$ cat config.mk
export PLATFORM = sky130hd
export DESIGN_NAME = sld_driver
export DESIGN_NICKNAME = d
export VERILOG_FILES = /design/src/sld_buf2.v /design/src/sld_driver.v
export VERILOG_INCLUDE_DIRS = /design/src /design/src/src
export SDC_FILE = /design/constraint.sdc
export NUM_CORES = 1
export LEC_CHECK = 0
export BUFFER_PORTS_ARGS = -buffer_cell sky130_fd_sc_hd__buf_2
export CAP_MARGIN = 20
export CORE_MARGIN = 2
export CORE_UTILIZATION = 50
export DETAILED_ROUTE_END_ITERATION = 16
export PLACE_DENSITY_LB_ADDON = 0.2
export SYNTH_ARGS = -nofsm -noshare
export SYNTH_HDL_FRONTEND = slang
export SYNTH_SLANG_ARGS = --single-unit
$ cat constraint.sdc
create_clock -name ref_clk -period 5.6 [get_ports ref_clk]
set_input_delay 0.28 -clock ref_clk [delete_from_list [all_inputs] [get_ports ref_clk]]
set_output_delay 0.28 -clock ref_clk [all_outputs]
set_load 0.02 [all_outputs]
$ cat src/sld_map.vh
`ifndef SLD_MAP_VH
`define SLD_MAP_VH
// stage count of shift register, latch bank and outputs
`define SLD_WIDTH      8
`define SLD_MSB        7
// reset values
`define SLD_ZERO8      8'h00
`define SLD_ONES8      8'hff
`define SLD_ZERO1      1'b0
`define SLD_ONE1       1'b1
`define SLD_ZERO2      2'h0
`define SLD_ONES2      2'h3
// buffer depth counter
`define SLD_CNT_ZERO   2'h0
`define SLD_CNT_ONE    2'h1
`define SLD_CNT_FULL   2'h2
// reference clock period and minimum strobe wait after a shift, in ns
`define SLD_CLK_NS     25
`define SLD_STB_GAP_NS 30
`endif

$ cat src/sld_buf2.v
`timescale 1ns/1ps
`include "sld_map.vh"
// two-entry buffer carrying shift events to the register bank
module sld_buf2 (
  clk,
  rst_n,
  in_valid,
  in_ready,
  in_data,
  out_valid,
  out_ready,
  out_data
);
  input  wire       clk;
  input  wire       rst_n;
  input  wire       in_valid;
  output wire       in_ready;
  input  wire       in_data;
  output wire       out_valid;
  input  wire       out_ready;
  output wire       out_data;

  reg  [1:0] cnt_r;
  reg        slot0_r;
  reg        slot1_r;
  wire       push;
  wire       pop;

  assign push      = in_valid && (cnt_r != `SLD_CNT_FULL);
  assign pop       = out_valid && out_ready;
  assign in_ready  = (cnt_r != `SLD_CNT_FULL);
  assign out_valid = (cnt_r != `SLD_CNT_ZERO);
  assign out_data  = slot0_r;

  // slot0 is the head; slot1 only used when two words wait
  always @(posedge clk or negedge rst_n) begin
    if (!rst_n) begin
      cnt_r   <= `SLD_CNT_ZERO;
      slot0_r <= `SLD_ZERO1;
      slot1_r <= `SLD_ZERO1;
    end else begin
      case ({push, pop})
        2'b10: begin
          if (cnt_r == `SLD_CNT_ZERO) begin
            slot0_r <= in_data;
          end else begin
            slot1_r <= in_data;
          end
          cnt_r <= cnt_r + `SLD_CNT_ONE;
        end
        2'b01: begin
          slot0_r <= slot1_r;
          cnt_r   <= cnt_r - `SLD_CNT_ONE;
        end
        2'b11: begin
          if (cnt_r == `SLD_CNT_ONE) begin
            slot0_r <= in_data;
          end else begin
            slot0_r <= slot1_r;
            slot1_r <= in_data;
          end
        end
        default: begin
          cnt_r <= cnt_r;
        end
      endcase
    end
  end
endmodule // sld_buf2

$ cat src/sld_driver.v
// Notes on behaviour
// - rising shift clock captures serial input
// - each rising edge shifts toward serial output
// - strobe high copies stages into latches
// - latches follow while strobe high, else hold
// - disable high turns all driver outputs off; ser_out keeps shifting
// - disable low: outputs show latch contents
`timescale 1ns/1ps
`include "sld_map.vh"
module sld_driver (
  ref_clk,
  rst_n,
  ser_in,
  shift_clk,
  strobe,
  out_disable,
  ser_out,
  drv_on,
  shift_stall
);
  input  wire                   ref_clk;
  input  wire                   rst_n;
  input  wire                   ser_in;
  input  wire                   shift_clk;
  input  wire                   strobe;
  input  wire                   out_disable;
  output reg                    ser_out;
  output reg  [`SLD_MSB:0]      drv_on;
  output reg                    shift_stall;

  // synchroniser stages, one pair per pin
  reg  [1:0]          sin_s_r;
  reg  [1:0]          sck_s_r;
  reg  [1:0]          stb_s_r;
  reg  [1:0]          dis_s_r;
  // last synchronised shift clock level, for edge finding
  reg                 sck_d_r;
  // storage: stage n feeds latch n feeds output n
  reg  [`SLD_MSB:0]   shreg_r;
  reg  [`SLD_MSB:0]   shreg_nxt;
  reg  [`SLD_MSB:0]   latch_r;
  reg  [`SLD_MSB:0]   latch_nxt;
  // next values of the registered outputs
  reg  [`SLD_MSB:0]   drv_nxt;
  reg                 ser_nxt;
  reg                 stall_nxt;
  // clean pin levels after the second flop
  wire                sin_lvl;
  wire                sck_lvl;
  wire                stb_lvl;
  wire                dis_lvl;
  // edge queue handshake
  wire                sck_rise;
  wire                buf_in_ready;
  wire                buf_valid;
  wire                buf_data;
  wire                shift_take;

  // one synchroniser step; the pin only ever enters the first flop
  function [1:0] sync_step;
    input [1:0] stages;
    input       pin;
    begin
      sync_step = {stages[0], pin};
    end
  endfunction

  // one place toward the serial output, new bit into stage 0
  function [`SLD_MSB:0] shift_in;
    input [`SLD_MSB:0] stages;
    input              bit_in;
    begin
      shift_in = {stages[`SLD_MSB-1:0], bit_in};
    end
  endfunction

  // blanking acts on the drivers only, never on what is stored
  function [`SLD_MSB:0] gate_drive;
    input              off;
    input [`SLD_MSB:0] held;
    begin
      if (off) begin
        gate_drive = `SLD_ZERO8;
      end else begin
        gate_drive = held;
      end
    end
  endfunction

  // serial data pin; same depth as the clock path keeps bit and edge paired
  always @(posedge ref_clk or negedge rst_n) begin
    if (!rst_n) begin
      sin_s_r <= `SLD_ZERO2;
    end else begin
      sin_s_r <= sync_step(sin_s_r, ser_in);
    end
  end

  // shift clock pin
  always @(posedge ref_clk or negedge rst_n) begin
    if (!rst_n) begin
      sck_s_r <= `SLD_ZERO2;
    end else begin
      sck_s_r <= sync_step(sck_s_r, shift_clk);
    end
  end

  // strobe pin
  always @(posedge ref_clk or negedge rst_n) begin
    if (!rst_n) begin
      stb_s_r <= `SLD_ZERO2;
    end else begin
      stb_s_r <= sync_step(stb_s_r, strobe);
    end
  end

  // disable pin resets high so drivers stay off until the pin is seen
  always @(posedge ref_clk or negedge rst_n) begin
    if (!rst_n) begin
      dis_s_r <= `SLD_ONES2;
    end else begin
      dis_s_r <= sync_step(dis_s_r, out_disable);
    end
  end

  // previous clock level, reset low to match the idle pin
  always @(posedge ref_clk or negedge rst_n) begin
    if (!rst_n) begin
      sck_d_r <= `SLD_ZERO1;
    end else begin
      sck_d_r <= sck_lvl;
    end
  end

  // only the second flop of each pair is read past this point
  assign sin_lvl = sin_s_r[1];
  assign sck_lvl = sck_s_r[1];
  assign stb_lvl = stb_s_r[1];
  assign dis_lvl = dis_s_r[1];

  // data is taken with the clock edge; setup is the controller's job
  assign sck_rise = sck_lvl && !sck_d_r;

  // edges queue here; the bank drains one per cycle, so it never fills
  sld_buf2 u_buf (
    .clk       (ref_clk),
    .rst_n     (rst_n),
    .in_valid  (sck_rise),
    .in_ready  (buf_in_ready),
    .in_data   (sin_lvl),
    .out_valid (buf_valid),
    .out_ready (`SLD_ONE1),
    .out_data  (buf_data)
  );

  // the bank is always ready, so every valid word is a pop
  assign shift_take = buf_valid;

  // next shift register value, stage n into stage n+1
  always @* begin
    shreg_nxt = shreg_r;
    if (shift_take) begin
      shreg_nxt = shift_in(shreg_r, buf_data);
    end
  end

  // shift register storage; only reset and queued edges move it
  always @(posedge ref_clk or negedge rst_n) begin
    if (!rst_n) begin
      shreg_r <= `SLD_ZERO8;
    end else begin
      shreg_r <= shreg_nxt;
    end
  end

  // transparent while strobe high, hold when low
  always @* begin
    latch_nxt = latch_r;
    if (stb_lvl) begin
      latch_nxt = shreg_r;
    end
  end

  // latch bank; follows the register one cycle late while open
  always @(posedge ref_clk or negedge rst_n) begin
    if (!rst_n) begin
      latch_r <= `SLD_ZERO8;
    end else begin
      latch_r <= latch_nxt;
    end
  end

  // output next values; disable gates drivers only
  always @* begin
    drv_nxt   = gate_drive(dis_lvl, latch_r);
    ser_nxt   = shreg_r[`SLD_MSB];
    stall_nxt = !buf_in_ready;
  end

  // driver outputs registered so no pin sees a decode glitch
  always @(posedge ref_clk or negedge rst_n) begin
    if (!rst_n) begin
      drv_on <= `SLD_ZERO8;
    end else begin
      drv_on <= drv_nxt;
    end
  end

  // cascade output; a following device sees the last stage
  always @(posedge ref_clk or negedge rst_n) begin
    if (!rst_n) begin
      ser_out <= `SLD_ZERO1;
    end else begin
      ser_out <= ser_nxt;
    end
  end

  // full queue flag; stays low while the bank drains every cycle
  always @(posedge ref_clk or negedge rst_n) begin
    if (!rst_n) begin
      shift_stall <= `SLD_ZERO1;
    end else begin
      shift_stall <= stall_nxt;
    end
  end
endmodule // sld_driver

# Word-level counts from Yosys, hierarchy flattened
# Index checks and enable logic that the tools add are counted.
[word_totals]
out_inout_bits = 10
regBits = 39
inputBits = 6
word_cells = 42
[classes]
addsub = 2
n_mux = 8
eq_ne = 8
n_reduce_logical = 11
[ops]
columns = ["operator", "count"]
rows = [
  ["$mux W8", 1],
  ["$ne A2 B2 Y1 const B", 3],
  ["$reduce_bool A2 Y1", 3],
  ["$eq A2 B1 Y1 const B", 2],
  ["$eq A2 B2 Y1 const B", 2],
  ["$mux W1", 4],
  ["$pmux W2 S2", 1],
  ["$pmux W1 S3", 1],
  ["$reduce_and A3 Y1", 1],
  ["$reduce_bool A3 Y1", 1],
  ["$add A2 B1 Y2 const B", 1],
  ["$logic_and A1 B1 Y1", 2],
  ["$logic_not A1 Y1", 2],
  ["$logic_not A2 Y1", 1],
  ["$ne A2 B1 Y1 const B", 1],
  ["$pmux W1 S2", 1],
  ["$reduce_and A2 Y1", 1],
  ["$sub A2 B1 Y2 const B", 1],
]

# Logic depth before layout (Yosys ltp)
# Gate-level depths: netlist of run 1.
[logic_depth]
depth_word = 6
mapped_depth = 6
ltp_nobuf = 6

# By module
# Synthesis of run 1 repeated with hierarchy kept, for this count alone.
[hier_totals]
hier_cells = 99
hier_area_um2 = 1541.5
[modules_own_cells]
columns = ["module", "area_each_um2", "instances", "seq_area_each_um2", "cells_each"]
rows = [
  ["sld_driver", 1204.9, 1, 878.3, 64],
  ["sld_buf2", 336.6, 1, 100.1, 35],
]

# Worst setup path after synthesis of run 1
# OpenSTA, ideal clock, no wires.
[synth_path]
path_kind = "flip-flop to flip-flop"
start = "register u_buf.cnt_r[0]"
end = "register u_buf.slot1_r"
setup_ns = 0.125
path_buffers = 0
required_ns = 5.475
slack_ns = 3.848
synth_period_minus_slack_ns = 1.752
path_stages_with_launch = 6
arrival_time_ns = 1.627
path_cell_list = "dfrtp_1 inv_1 ha_1 or3b_4 nor3_1 mux2_2"
[synth_between]
elab_chain_cells = 5
word_cells_on_any_way = 12
cone_classes = "eq/ne (6); mux (1); reduce/logical (5)"
[synth_rtl]
columns = ["element", "line", "text"]
rows = [
  ["from (decl)", "sld_buf2.v:23", "reg [1:0] cnt_r;"],
  ["from (signal assigned)", "sld_buf2.v:38", "cnt_r <= `SLD_CNT_ZERO;"],
  ["from (signal assigned)", "sld_buf2.v:49", "cnt_r <= cnt_r + `SLD_CNT_ONE;"],
  ["from (signal assigned)", "sld_buf2.v:53", "cnt_r <= cnt_r - `SLD_CNT_ONE;"],
  ["$ne A2 B2 Y1 (no source line)", "-", ""],
  ["$logic_and A1 B1 Y1", "sld_buf2.v:29", "assign push = in_valid && (cnt_r != `SLD_CNT_FULL);"],
  ["$eq A2 B2 Y1", "sld_buf2.v:42", "case ({push, pop})"],
  ["$ne A2 B2 Y1 (no source line) or $reduce_bool A2 Y1 (tied branches)", "-", ""],
  ["$reduce_and A3 Y1 (no source line)", "-", ""],
  ["to (signal assigned)", "sld_buf2.v:40", "slot1_r <= `SLD_ZERO1;"],
  ["to (signal assigned)", "sld_buf2.v:47", "slot1_r <= in_data;"],
  ["to (signal assigned)", "sld_buf2.v:60", "slot1_r <= in_data;"],
  ["to (decl)", "sld_buf2.v:25", "reg slot1_r;"],
]
# Several ways; a longest one is shown, not always the timed one.
# A chain may end at the register's enable or synchronous reset.

# Worst setup path after layout of run 1
[layout_path]
start = "register u_buf.cnt_r[0]"
end = "register u_buf.slot0_r, in the netlist u_buf.out_data"
[layout_between]
elab_chain_cells = 5
word_cells_on_any_way = 13
cone_classes = "eq/ne (6); mux (2); reduce/logical (5)"
[layout_rtl]
columns = ["element", "line", "text"]
rows = [
  ["$ne A2 B2 Y1 (no source line)", "-", ""],
  ["$logic_and A1 B1 Y1", "sld_buf2.v:29", ""],
  ["$eq A2 B2 Y1 or $eq A2 B1 Y1 (tied branches)", "sld_buf2.v:42", ""],
  ["$ne A2 B1 Y1 (no source line) or $reduce_bool A3 Y1 (tied branches)", "-", ""],
  ["$reduce_and A2 Y1 (no source line)", "-", ""],
  ["to (signal assigned)", "sld_buf2.v:39", "slot0_r <= `SLD_ZERO1;"],
  ["to (signal assigned)", "sld_buf2.v:45", "slot0_r <= in_data;"],
  ["to (signal assigned)", "sld_buf2.v:52", "slot0_r <= slot1_r;"],
  ["to (decl)", "sld_buf2.v:24", "reg slot0_r;"],
]
# Several ways; a longest one is shown, not always the timed one.

==> results of run 1 <==
per-layer routing:
layer / vias to the layer above / share of wire / track usage
li1: 368 / - / -
met1: 367 / 0.48 / 0.1727
met2: 18 / 0.45 / 0.2110
met3: 5 / 0.045 / 0.06027
met4: 0 / 0.018 / 0.06977
met5: - / 0 / 0
state kept, by name, indices dropped and copies added (netlist names):
| name | flops |
|---|---|
| drv_on | 8 |
| sin_s_r | 2 |
| ser_out | 1 |
| gate_drive.held | 8 |
| u_buf.slot1_r | 1 |
| shift_stall | 1 |
| stb_s_r | 2 |
| sck_s_r | 2 |
| shreg_r | 8 |
| u_buf.out_data | 1 |
| sck_d_r | 1 |
| u_buf.cnt_r | 2 |
| dis_s_r | 2 |
final cells by class:
cell class / instances / area, um2
Sequential cell: 39 / 978.4
Inverter: 2 / 7.507
Clock buffer: 7 / 55.05
Timing Repair Buffer: 16 / 85.08
Tap cell: 31 / 38.79
Multi-Input combinational cell: 51 / 442.9
Clock inverter: 1 / 8.758
Fill cell: 221 / 1141
layout by cell type (no fill, tap or decap), types with 2 or more instances in the layout:
cell type                  count
sky130_fd_sc_hd__o21ai_0       2
sky130_fd_sc_hd__dfrtp_1      37
sky130_fd_sc_hd__mux2_2       17
sky130_fd_sc_hd__o22ai_1       2
sky130_fd_sc_hd__clkbuf_4      5
sky130_fd_sc_hd__inv_1         2
sky130_fd_sc_hd__nand2_1       3
sky130_fd_sc_hd__dfstp_2       2
sky130_fd_sc_hd__mux2i_1       2
sky130_fd_sc_hd__ha_1          4
sky130_fd_sc_hd__nor3_1        2
sky130_fd_sc_hd__nor2b_1       8
sky130_fd_sc_hd__buf_2        15
cell usage after synthesis:
master,count,area share
sky130_fd_sc_hd__dfstp_2,2,0.036
sky130_fd_sc_hd__nor2_1,1,0.0026
sky130_fd_sc_hd__a22oi_1,1,0.0052
sky130_fd_sc_hd__mux2i_1,2,0.014
sky130_fd_sc_hd__or3b_4,1,0.0078
sky130_fd_sc_hd__o21ai_0,2,0.0069
sky130_fd_sc_hd__inv_1,2,0.0052
sky130_fd_sc_hd__ha_1,4,0.035
sky130_fd_sc_hd__and3b_2,1,0.0069
sky130_fd_sc_hd__dfrtp_1,37,0.64
sky130_fd_sc_hd__a2111oi_1,1,0.0069
sky130_fd_sc_hd__mux2_2,17,0.13
sky130_fd_sc_hd__or2b_2,1,0.0061
sky130_fd_sc_hd__clkbuf_1,1,0.0026
sky130_fd_sc_hd__nand2_1,3,0.0078
sky130_fd_sc_hd__a2bb2oi_1,1,0.0061
sky130_fd_sc_hd__nor4_1,1,0.0043
sky130_fd_sc_hd__buf_6,1,0.0078
sky130_fd_sc_hd__and2b_1,1,0.0052
sky130_fd_sc_hd__a21oi_1,1,0.0035
sky130_fd_sc_hd__nor2b_1,8,0.035
sky130_fd_sc_hd__nor3_1,2,0.0069
sky130_fd_sc_hd__o22ai_1,2,0.0087
sky130_fd_sc_hd__and2b_2,1,0.0061
report_power, final:
part / switching, mW / internal (mW) / total (mW)
sequential: 0.0571 / 0.382 / 0.439
clock: 0.0852 / 0.0623 / 0.148
combinational: 0.132 / 0.147 / 0.278
how the worst min path moves through the flow:
stage	from	endpoint	slack (ns)	depth (start not counted)
after floorplan	rst_n	drv_on[0]	-0.02	0
after global placement	stb_s_r[0]	stb_s_r[1]	0.33	0
after detailed placement	sin_s_r[0]	sin_s_r[1]	0.34	0
after CTS	out_disable	dis_s_r[0]	0.01	1
after global routing	strobe	stb_s_r[0]	0.007	1
final	rst_n	u_buf.cnt_r[1]	0.03	1
what timing repair did:
item	4_1_cts	5_1_grt
hold endpoints to repair	0	1
hold buffers	0	1
endpoints found under the setup margin	0	0
through the flow:
step / cells / hold slack, ns / area, um2 / power (mW) / worst slack [ns]
6_report: 147 / 0.03423 / 1617 / 0.8652 / 3.708
5_1_grt: 147 / 0.006600 / 1617 / 0.9248 / 3.573
4_1_cts: 146 / 0.01109 / 1607 / 0.8782 / 3.704
3_5_place_dp: 138 / 0.3379 / 1543 / 0.7263 / 3.714
3_3_place_gp: 138 / 0.3329 / 1543 / 0.7104 / 3.789
2_1_floorplan: 94 / -0.01559 / 1444 / 0.6582 / 3.848
worst register-to-register path, cell delays in order, from the launching register on:
cell,delay (ns)
sky130_fd_sc_hd__dfrtp_1,0.48
sky130_fd_sc_hd__inv_1,0.14
sky130_fd_sc_hd__ha_1,0.27
sky130_fd_sc_hd__or3b_4,0.40
sky130_fd_sc_hd__a2111oi_1,0.39
sky130_fd_sc_hd__nor3_1,0.10
cell families after synthesis:
kind of cell	count (synthesis)	synth area share
DFF	39	0.6776
adders and majority gates	4	0.03466
AOI/OAI and AO/OA	8	0.03726
muxes	19	0.1464
buffers and inverters	4	0.01560
and+or+nand+nor	20	0.08839
==> impl_metrics.prom, run 1 <==
# TYPE chip_impl_metric gauge
chip_impl_metric{name="route.vias.total",unit=""} 758
chip_impl_metric{name="place.gp.congestion",unit=""} 0.7031
chip_impl_metric{name="hold_viol_final",unit=""} 0
chip_impl_metric{name="detail_route.first_pass.iterations",unit=""} 4
chip_impl_metric{name="post_detailed_placement_half_perimeter_wirelength",unit="um"} 1358
chip_impl_metric{name="y_dimension_of_the_die",unit="um"} 57.74
chip_impl_metric{name="slew_headroom",unit=""} 0.4468
chip_impl_metric{name="wl_per_cell",unit="um"} 13.82
chip_impl_metric{name="regToRegSetupSlack",unit="ns"} 3.71
chip_impl_metric{name="power_density",unit="nW/um2"} 535.2
chip_impl_metric{name="synth.ff_latch_count",unit=""} 39
chip_impl_info{name="reg_to_reg_critical_path_endpoint",value="u_buf.out_data"} 1
chip_impl_metric{name="mappedNetlistArea",unit="um2"} 1444
chip_impl_metric{name="layout-drive-gt1-share",unit=""} 0.3879
chip_impl_metric{name="leakage",unit="nW"} 0.7585
chip_impl_info{name="critical_path.top_delay_family",value="simple AND/OR/NAND/NOR gates"} 1
chip_impl_metric{name="final_setup_viols",unit=""} 0
chip_impl_metric{name="cts.clk_slew.worst_paths",unit="ns"} 0.11
chip_impl_metric{name="timing.critical_path.depth",unit=""} 5
chip_impl_metric{name="timing.final.crit_period",unit="ns"} 1.892
chip_impl_info{name="slowest_stage",value="sky130_fd_sc_hd__dfrtp_1"} 1
chip_impl_metric{name="cts_sinks",unit=""} 39
chip_impl_metric{name="worstRegToRegCells",unit=""} 5
chip_impl_metric{name="grt.total_usage",unit=""} 0.1398
chip_impl_info{name="cts_tree",value="yes"} 1
chip_impl_metric{name="final.period_utilization",unit=""} 0.3378
chip_impl_metric{name="syn_nets",unit=""} 104
chip_impl_metric{name="cp.required",unit="ns"} 5.82
chip_impl_metric{name="grt_remaining_overflow",unit=""} 0
chip_impl_info{name="critical_path_cell_list",value="inv_1 > ha_1 > or3b_4 > a2111oi_1 > nor3_1"} 1
chip_impl_metric{name="first_global_vias",unit=""} 745
chip_impl_metric{name="num_rows",unit=""} 19
chip_impl_metric{name="worst-endpoint-arrival",unit="ns"} 2.11
chip_impl_metric{name="synth.avg_cell_area",unit="um2"} 15.36
chip_impl_info{name="crit_end",value="u_buf.out_data"} 1
chip_impl_info{name="rsz_0062_raised_after_global_routing",value="false"} 1
chip_impl_metric{name="drc",unit=""} 0
chip_impl_info{name="criticalPathCategory",value="flip-flop to flip-flop"} 1
chip_impl_metric{name="numCtsBuffers",unit=""} 5
chip_impl_metric{name="clock_tree.htree_level_count",unit=""} 2
chip_impl_metric{name="drtIter0Drc",unit=""} 20
chip_impl_info{name="worst_setup_path_startpoint",value="u_buf.cnt_r[0]"} 1
chip_impl_metric{name="setup-tns-final",unit="ns"} 0
chip_impl_info{name="critical_path.startpoint_type",value="flip-flop"} 1
chip_impl_metric{name="finalNetCount",unit=""} 125
chip_impl_metric{name="detail-route-antenna-nets",unit=""} 0
chip_impl_metric{name="timing.clock.skew",unit="ns"} 0.004768
chip_impl_metric{name="num_io_pins",unit=""} 16
chip_impl_metric{name="design.core.area",unit="um2"} 2758
chip_impl_info{name="hold_path.class",value="input pin to async pin"} 1
chip_impl_metric{name="peakVddDrop",unit="uV"} 317.5
chip_impl_info{name="crit-reg2reg-launch",value="u_buf.cnt_r[0]"} 1
chip_impl_metric{name="route.detailed.vias_per_inst",unit=""} 5.156
chip_impl_metric{name="area.growth.synth_to_final",unit="%"} 11.96
chip_impl_metric{name="antennaDiodeCount",unit=""} 0
chip_impl_metric{name="max_freq",unit="GHz"} 0.5286
chip_impl_info{name="critPathCaptureType",value="flip-flop"} 1
chip_impl_metric{name="start_util",unit=""} 0.5236
chip_impl_info{name="run_status",value="completed"} 1
chip_impl_metric{name="maximum_number_of_pins_on_one_net_before_global_route_repair",unit=""} 40
chip_impl_metric{name="max_slew.worst_pin.slew",unit="ns"} 0.8297
chip_impl_metric{name="clock_tree.buffer_depth",unit=""} 2
chip_impl_metric{name="slowest_delay",unit="ns"} 0.48
chip_impl_metric{name="final-max-slew-violation-count",unit=""} 0
chip_impl_metric{name="clock_latency_on_the_worst_skew_pair",unit="ns"} 0.33
chip_impl_metric{name="cp_max_fo",unit=""} 8
chip_impl_metric{name="critical_path.n_buffers_inverters",unit=""} 1
chip_impl_metric{name="die_w",unit="um"} 57.74
chip_impl_metric{name="wirelength",unit="um"} 2031
chip_impl_metric{name="max_cap_viol_count",unit=""} 0
chip_impl_metric{name="grt_first_pass_wirelength",unit="um"} 3381
chip_impl_metric{name="post_cts_resized",unit=""} 0
chip_impl_metric{name="final_core_utilization",unit=""} 0.5862
chip_impl_metric{name="post_synth_inst_count",unit=""} 94
chip_impl_metric{name="ys_warn_count",unit=""} 0
chip_impl_info{name="root_buffer",value="sky130_fd_sc_hd__clkbuf_4"} 1
chip_impl_metric{name="place.port_buffers",unit=""} 15
chip_impl_metric{name="sequential_area_share_after_synthesis",unit=""} 0.6776
chip_impl_metric{name="ys_types",unit=""} 24
chip_impl_metric{name="cts_setup_buffers",unit=""} 0
chip_impl_metric{name="dieArea",unit="um2"} 3333
chip_impl_metric{name="antenna_found_initial",unit=""} 0
Power figures use the tool's default switching activity.
==> run 2: changes to the inputs <==
- clock period: 5.6 -> 1.9 ns (I/O delays scaled with it)
==> run 2 against run 1 <==
Against the previous run: combinational power grew to 3.2 times the previous value; clock skew is 0.0046 ns higher; highest routed layer unchanged; sequential share of layout area is 2.3 points lower; final area is 4.0% higher; wire length is 3.3% lower; core utilization is 2.4 points higher; first-iteration DRC count is 45% lower; flip-flop and latch count stayed put.
==> impl_metrics.prom, run 2 (same netlist as run 1, synthesis figures left out) <==
# TYPE chip_impl_metric gauge
chip_impl_info{name="run_status",value="completed"} 1
chip_impl_metric{name="slew_headroom",unit=""} 0.4610
chip_impl_metric{name="wirelength",unit="um"} 1963
chip_impl_metric{name="cts_sinks",unit=""} 39
chip_impl_info{name="critPathCaptureType",value="flip-flop"} 1
chip_impl_metric{name="post_place_instance_area",unit="um2"} 1558
chip_impl_metric{name="cts.clk_slew.worst_paths",unit="ns"} 0.11
chip_impl_metric{name="power.switching_fraction",unit=""} 0.3088
chip_impl_metric{name="area.growth.synth_to_final",unit="%"} 16.46
chip_impl_metric{name="share_comb_of_total_power",unit=""} 0.337
chip_impl_metric{name="final_setup_viols",unit=""} 0
chip_impl_metric{name="antenna_found_initial",unit=""} 0
chip_impl_metric{name="y_dimension_of_the_die",unit="um"} 57.74
chip_impl_metric{name="slowest_delay",unit="ns"} 0.41
chip_impl_metric{name="leakage",unit="nW"} 0.7893
chip_impl_metric{name="fill_cells",unit=""} 229
chip_impl_metric{name="power_switching",unit="mW"} 0.8104
chip_impl_metric{name="layout.cells.non_filler",unit=""} 153
chip_impl_metric{name="pre_cts_slack",unit="ns"} 0.1785
chip_impl_info{name="critical_path.startpoint_type",value="flip-flop"} 1
chip_impl_info{name="root_buffer",value="sky130_fd_sc_hd__clkbuf_4"} 1
chip_impl_metric{name="final_critical_path_setup_slack",unit="ns"} 0.1731
chip_impl_metric{name="timing.critical_path.depth",unit=""} 5
chip_impl_metric{name="post_detailed_placement_half_perimeter_wirelength",unit="um"} 1234
chip_impl_metric{name="cp_max_fo",unit=""} 5
chip_impl_metric{name="timing.final.crit_period",unit="ns"} 1.727
chip_impl_metric{name="hold_viol_final",unit=""} 0
chip_impl_metric{name="total_power",unit="mW"} 2.625
chip_impl_metric{name="critical_path.n_buffers_inverters",unit=""} 1
chip_impl_metric{name="placedCellCount",unit=""} 140
chip_impl_info{name="hold_path.class",value="flip-flop to flip-flop"} 1
chip_impl_metric{name="max_freq",unit="GHz"} 0.5791
chip_impl_metric{name="design.core.area",unit="um2"} 2758
chip_impl_metric{name="cts_setup_buffers",unit=""} 0
chip_impl_metric{name="grt.total_usage",unit=""} 0.1488
chip_impl_info{name="critical_path.top_delay_family",value="simple AND/OR/NAND/NOR gates"} 1
chip_impl_metric{name="antennaDiodeCount",unit=""} 0
chip_impl_metric{name="max_cap_viol_count",unit=""} 0
chip_impl_metric{name="setup-tns-final",unit="ns"} 0
chip_impl_metric{name="wl_per_cell",unit="um"} 12.83
chip_impl_info{name="criticalPathCategory",value="flip-flop to flip-flop"} 1
chip_impl_metric{name="clock_tree.htree_level_count",unit=""} 2
chip_impl_info{name="cts_tree",value="yes"} 1
chip_impl_info{name="layout_common_cells",value="37 x sky130_fd_sc_hd__dfrtp_1, 17 x sky130_fd_sc_hd__mux2_2, 15 x sky130_fd_sc_hd__buf_2, 8 x sky130_fd_sc_hd__nor2b_1"} 1
chip_impl_metric{name="max_slew.worst_pin.slew",unit="ns"} 0.8085
chip_impl_metric{name="final_core_utilization",unit=""} 0.6098
chip_impl_metric{name="power_density",unit="nW/um2"} 1561
chip_impl_metric{name="route.detailed.vias_per_inst",unit=""} 5.111
chip_impl_metric{name="timing.clock.skew",unit="ns"} 0.009399
chip_impl_metric{name="first_global_vias",unit=""} 776
chip_impl_metric{name="post_route_cell_area",unit="um2"} 1682
chip_impl_metric{name="regToRegSetupSlack",unit="ns"} 0.17
chip_impl_metric{name="numCtsBuffers",unit=""} 5
chip_impl_metric{name="num_io_pins",unit=""} 16
chip_impl_metric{name="power.sequential.fraction",unit=""} 0.485
chip_impl_metric{name="place.gp.congestion",unit=""} 0.7197
chip_impl_metric{name="detail-route-antenna-nets",unit=""} 0
chip_impl_metric{name="intPower",unit="mW"} 1.814
chip_impl_info{name="slowest_stage",value="sky130_fd_sc_hd__or3b_4"} 1
chip_impl_metric{name="cp.required",unit="ns"} 2.14
chip_impl_metric{name="hold-path-cell-count",unit=""} 0
chip_impl_info{name="critical_path_cell_list",value="inv_1 > ha_1 > or3b_4 > nor3_1 > mux2_2"} 1
chip_impl_metric{name="worstRegToRegCells",unit=""} 5
chip_impl_metric{name="finalNetCount",unit=""} 131
chip_impl_metric{name="num_rows",unit=""} 19
chip_impl_metric{name="route.vias.total",unit=""} 782
chip_impl_info{name="layout_commonest_cell",value="sky130_fd_sc_hd__dfrtp_1"} 1
chip_impl_metric{name="whs",unit="ns"} 0.3560
chip_impl_metric{name="grt_first_pass_wirelength",unit="um"} 3505
chip_impl_metric{name="clock_latency_on_the_worst_skew_pair",unit="ns"} 0.34
chip_impl_info{name="rsz_0062_raised_after_global_routing",value="false"} 1
chip_impl_metric{name="start_util",unit=""} 0.5236
chip_impl_metric{name="worst-endpoint-arrival",unit="ns"} 1.96
chip_impl_metric{name="peakVddDrop",unit="uV"} 1108
chip_impl_metric{name="layout-drive-gt1-share",unit=""} 0.3934
chip_impl_metric{name="place.port_buffers",unit=""} 15
chip_impl_metric{name="maximum_number_of_pins_on_one_net_before_global_route_repair",unit=""} 40
chip_impl_metric{name="final.period_utilization",unit=""} 0.9089
chip_impl_metric{name="die_w",unit="um"} 57.74
chip_impl_metric{name="grt_remaining_overflow",unit=""} 0
chip_impl_metric{name="clock_tree.buffer_depth",unit=""} 2
chip_impl_metric{name="drc",unit=""} 0
chip_impl_metric{name="detail_route.first_pass.iterations",unit=""} 4
chip_impl_metric{name="final-max-slew-violation-count",unit=""} 0
chip_impl_metric{name="power.clock.fraction",unit=""} 0.177
chip_impl_metric{name="dieArea",unit="um2"} 3333
chip_impl_metric{name="drtIter0Drc",unit=""} 11
==> run 2: cell types whose count changed in the layout (fill, tap and decap cells not counted), sizes merged <==
cell | previous run | this run
buf | 15 | 17
clkinv | 1 | 0
dlygate4sd3 | 1 | 5
clkbuf | 7 | 8
==> run 2: final cells by class <==
type                            instances  area [um2]  area share
Sequential cell                        39       978.4      0.5818
Multi-Input combinational cell         51       447.9      0.2664
Timing Repair Buffer                   22       140.1     0.08333
Clock buffer                            8       68.82     0.04092
Tap cell                               31       38.79     0.02307
Inverter                                2       7.507    0.004464
==> run 2: final timing paths <==
check                                from             to
max                        u_buf.cnt_r[0]  u_buf.slot1_r
min                            sck_s_r[0]     sck_s_r[1]
max reg2reg                u_buf.cnt_r[0]  u_buf.slot1_r
min reg2reg                    sck_s_r[0]     sck_s_r[1]
max in group asynchronous           rst_n     shreg_r[4]
min in group asynchronous           rst_n    shift_stall
==> run 2: power by group through the flow <==
stage | registers (mW) | logic (mW) | clock network (mW)
after detailed placement | 1.29 | 0.862 | 0
after global routing | 1.32 | 0.979 | 0.527
after floorplan | 1.35 | 0.591 | 0
final | 1.27 | 0.886 | 0.466
after CTS | 1.27 | 0.882 | 0.492
after global placement | 1.28 | 0.846 | 0
==> run 2: repair_timing <==
item                       4_1_cts  5_1_grt
hold endpoints to repair        41        0
resized for setup                0        1
setup endpoints to repair        0        1
hold buffers                     5        0
==> run 2: worst register-to-register path: cells and delay by family (launching register included) <==
kind	cells	cell delay [ns]
buffers and inverters	1	0.09
flip-flops	1	0.36
multiplexers	1	0.35
AND/OR/NAND/NOR	2	0.56
adder cells (fa/ha/maj)	1	0.27
==> run 2: metal layers <==
layer  GRT usage  part of all wire  wire length, um  vias to the layer above
li1            -                 -                -                      376
met5           0                 0                0                        -
met3     0.07143             0.056              109                        5
met2      0.2143              0.46              901                       21
met1      0.1860              0.47              918                      380
met4     0.07973             0.017               33                        0
==> run 3: changes to the inputs <==
- ABC_AREA: not set -> 1
==> run 3 against run 2 <==
Against the previous run: count of clock-buffer cells in the layout is 1 lower; sequential share of layout area up 2.1 points; combinational power fell by 20%; highest routed layer unchanged; largest cell class unchanged; total power down 14%; synthesized cell count rose by 45%; critical path depth increased by 2; non-clock buffer count down 2; global-route usage grew 0.057 points.
==> impl_metrics.prom, run 3 <==
# TYPE chip_impl_metric gauge
chip_impl_info{name="criticalPathCategory",value="flip-flop to flip-flop"} 1
chip_impl_metric{name="regToRegSetupSlack",unit="ns"} 0.34
chip_impl_metric{name="final_setup_viols",unit=""} 0
chip_impl_metric{name="num_rows",unit=""} 19
chip_impl_metric{name="drc",unit=""} 0
chip_impl_metric{name="die_w",unit="um"} 57.34
chip_impl_metric{name="post_synth_inst_count",unit=""} 136
chip_impl_info{name="crit_end",value="u_buf.out_data"} 1
chip_impl_info{name="reg_to_reg_critical_path_endpoint",value="u_buf.out_data"} 1
chip_impl_metric{name="wl_per_cell",unit="um"} 10.46
chip_impl_metric{name="area.growth.synth_to_final",unit="%"} 14.07
chip_impl_metric{name="detail_route.first_pass.iterations",unit=""} 4
chip_impl_metric{name="whs",unit="ns"} 0.3592
chip_impl_info{name="hold_path.class",value="flip-flop to flip-flop"} 1
chip_impl_metric{name="wirelength",unit="um"} 2008
chip_impl_info{name="synth.top_cells.by_count",value="38 x sky130_fd_sc_hd__nand2_1, 37 x sky130_fd_sc_hd__dfrtp_1, 14 x sky130_fd_sc_hd__inv_1"} 1
chip_impl_metric{name="clock_tree.buffer_depth",unit=""} 2
chip_impl_info{name="critPathCaptureType",value="flip-flop"} 1
chip_impl_metric{name="final.period_utilization",unit=""} 0.8200
chip_impl_metric{name="post_detailed_placement_half_perimeter_wirelength",unit="um"} 1421
chip_impl_metric{name="final-max-slew-violation-count",unit=""} 0
chip_impl_info{name="synth.area.top_cells",value="sky130_fd_sc_hd__dfrtp_1 65%, sky130_fd_sc_hd__nand2_1 10%, sky130_fd_sc_hd__dfstp_2 3.7%"} 1
chip_impl_info{name="worst_setup_path_startpoint",value="u_buf.cnt_r[0]"} 1
chip_impl_info{name="rsz_0062_raised_after_global_routing",value="false"} 1
chip_impl_info{name="cts_tree",value="yes"} 1
chip_impl_metric{name="detail-route-antenna-nets",unit=""} 0
chip_impl_metric{name="numCtsBuffers",unit=""} 5
chip_impl_metric{name="cp.required",unit="ns"} 2.13
chip_impl_info{name="yosys_most_used_dff",value="sky130_fd_sc_hd__dfrtp_1"} 1
chip_impl_metric{name="timing.clock.skew",unit="ns"} 0.006155
chip_impl_metric{name="pre_cts_slack",unit="ns"} 0.3555
chip_impl_metric{name="power_density",unit="nW/um2"} 1393
chip_impl_metric{name="sequential_area_share_after_synthesis",unit=""} 0.6878
chip_impl_metric{name="cts_sinks",unit=""} 39
chip_impl_metric{name="post_route_cell_area",unit="um2"} 1623
chip_impl_metric{name="cts.clk_slew.worst_paths",unit="ns"} 0.10
chip_impl_metric{name="finalNetCount",unit=""} 170
chip_impl_metric{name="start_util",unit=""} 0.5204
chip_impl_metric{name="place.gp.congestion",unit=""} 0.7582
chip_impl_info{name="root_buffer",value="sky130_fd_sc_hd__clkbuf_4"} 1
chip_impl_metric{name="maximum_number_of_pins_on_one_net_before_global_route_repair",unit=""} 40
chip_impl_metric{name="design.core.area",unit="um2"} 2734
chip_impl_metric{name="antennaDiodeCount",unit=""} 0
chip_impl_metric{name="cp_max_fo",unit=""} 12
chip_impl_metric{name="hold_viol_final",unit=""} 0
chip_impl_metric{name="dieArea",unit="um2"} 3288
chip_impl_metric{name="route.vias.total",unit=""} 911
chip_impl_metric{name="final_critical_path_setup_slack",unit="ns"} 0.3419
chip_impl_metric{name="clock_latency_on_the_worst_skew_pair",unit="ns"} 0.33
chip_impl_metric{name="grt.total_usage",unit=""} 0.1493
chip_impl_info{name="crit-reg2reg-launch",value="u_buf.cnt_r[0]"} 1
chip_impl_info{name="yosys_top_cell_by_area",value="sky130_fd_sc_hd__dfrtp_1"} 1
chip_impl_metric{name="slew_headroom",unit=""} 0.4603
chip_impl_metric{name="setup-tns-final",unit="ns"} 0
chip_impl_metric{name="max_cap_viol_count",unit=""} 0
chip_impl_metric{name="leakage",unit="nW"} 0.8547
chip_impl_metric{name="peakVddDrop",unit="uV"} 998.9
chip_impl_metric{name="post_place_instance_area",unit="um2"} 1523
chip_impl_metric{name="post_cts_resized",unit=""} 0
chip_impl_info{name="layout_common_cells",value="38 x sky130_fd_sc_hd__nand2_1, 37 x sky130_fd_sc_hd__dfrtp_1, 15 x sky130_fd_sc_hd__buf_2, 14 x sky130_fd_sc_hd__inv_1, 9 x sky130_fd_sc_hd__o21ai_0"} 1
chip_impl_metric{name="antenna_found_initial",unit=""} 0
chip_impl_metric{name="synth.ff_latch_count",unit=""} 39
chip_impl_metric{name="worstRegToRegCells",unit=""} 7
chip_impl_metric{name="place.port_buffers",unit=""} 15
chip_impl_metric{name="layout-drive-gt1-share",unit=""} 0.1801
chip_impl_metric{name="first_global_vias",unit=""} 892
chip_impl_metric{name="y_dimension_of_the_die",unit="um"} 57.34
chip_impl_metric{name="clock_tree.htree_level_count",unit=""} 2
chip_impl_metric{name="synth.top_cell.area_share",unit=""} 0.6508
chip_impl_info{name="run_status",value="completed"} 1
chip_impl_metric{name="worst-endpoint-arrival",unit="ns"} 1.78
chip_impl_metric{name="max_slew.worst_pin.slew",unit="ns"} 0.8095
chip_impl_info{name="critical_path.startpoint_type",value="flip-flop"} 1
chip_impl_metric{name="cts_setup_buffers",unit=""} 0
chip_impl_metric{name="max_freq",unit="GHz"} 0.6418
chip_impl_metric{name="route.detailed.vias_per_inst",unit=""} 4.745
chip_impl_info{name="layout_commonest_cell",value="sky130_fd_sc_hd__nand2_1"} 1
chip_impl_metric{name="drtIter0Drc",unit=""} 10
chip_impl_metric{name="ys_types",unit=""} 16
chip_impl_metric{name="synth.avg_cell_area",unit="um2"} 10.46
chip_impl_metric{name="syn_nets",unit=""} 146
chip_impl_metric{name="ys_async_sr_fraction",unit=""} 1.000
chip_impl_metric{name="grt_first_pass_wirelength",unit="um"} 3643
chip_impl_metric{name="grt_remaining_overflow",unit=""} 0
chip_impl_info{name="yosysMostFrequentCell",value="sky130_fd_sc_hd__nand2_1"} 1
chip_impl_metric{name="final_core_utilization",unit=""} 0.5936
chip_impl_metric{name="synth_enable_flop_cells",unit=""} 0
chip_impl_metric{name="ys_warn_count",unit=""} 0
chip_impl_metric{name="timing.final.crit_period",unit="ns"} 1.558
chip_impl_metric{name="mappedNetlistArea",unit="um2"} 1423
chip_impl_metric{name="num_io_pins",unit=""} 16
## run 3: cell types whose count changed in the layout (fill, tap and decap cells not counted), moves of 3 or more
| cell | previous run | this run |
|---|---|---|
| sky130_fd_sc_hd__nand2_1 | 3 | 38 |
| sky130_fd_sc_hd__mux2_2 | 17 | 0 |
| sky130_fd_sc_hd__inv_1 | 2 | 14 |
| sky130_fd_sc_hd__nand3_1 | 0 | 8 |
| sky130_fd_sc_hd__nor2b_1 | 8 | 0 |
| sky130_fd_sc_hd__nor2_1 | 1 | 8 |
| sky130_fd_sc_hd__o21ai_0 | 2 | 9 |
| sky130_fd_sc_hd__o21ai_1 | 0 | 5 |
| sky130_fd_sc_hd__inv_2 | 0 | 3 |
## run 3: logic make-up (layout without fill, tap and decap cells)
family	Yosys count	count (layout)	share of synthesized area
simple gates	58	58	0.1680
fa+ha+maj	4	4	0.03518
flops	39	39	0.6878
compound gates	15	15	0.05453
buf+inv	20	45	0.05453
## run 3: cell type report
type                    count  area (um2)
clock buffers               7       45.04
well taps                  31       38.79
flip-flops and latches     39       978.4
inverters                  17       63.81
fillers                   236        1111
clock inverters             1       5.005
multi-input cells          77       366.6
repair buffers             20       125.1
## run 3: metal layers
metal	vias up	GRT usage	share of wire
met3	6	0.06122	0.051
met2	19	0.2403	0.47
li1	472	-	-
met4	0	0.06977	0.026
met1	414	0.1740	0.45
met5	-	0	0
## run 3: worst max-delay path, cell delays in order, from the launching register on
cell,delay (ns)
sky130_fd_sc_hd__dfrtp_1,0.42
sky130_fd_sc_hd__inv_2,0.10
sky130_fd_sc_hd__ha_1,0.38
sky130_fd_sc_hd__inv_1,0.24
sky130_fd_sc_hd__nand3_1,0.13
sky130_fd_sc_hd__nand3_1,0.07
sky130_fd_sc_hd__nand2_1,0.06
sky130_fd_sc_hd__nand2_1,0.05
## run 3: power breakdown
group / internal, mW / switching (mW)
clock network: 0.144 / 0.239
registers: 1.06 / 0.112
logic: 0.255 / 0.454
total: 1.46 / 0.806
## run 3: worst min path at each step
stage	startpoint	to	slack [ns]	cells past startpoint
detailed placement	ser_in	sin_s_r[0]	0.20	1
global route	sck_s_r[0]	sck_s_r[1]	0.37	0
floorplan	rst_n	drv_on[0]	-0.20	0
CTS	sck_s_r[0]	sck_s_r[1]	0.36	0
finish	sck_s_r[0]	sck_s_r[1]	0.36	0
global placement	out_disable	dis_s_r[0]	0.20	1
## run 3: stage by stage
step           std cells  total power, mW
5_1_grt              192            2.453
3_3_place_gp         179            1.852
2_1_floorplan        136            1.706
4_1_cts              192            2.297
3_5_place_dp         179            1.899
6_report             192            2.261
## run 3: repair_timing
item / in CTS / in global routing
endpoints found under the hold margin: 41 / 0
hold buffers: 5 / 0
setup endpoints to repair: 0 / 0
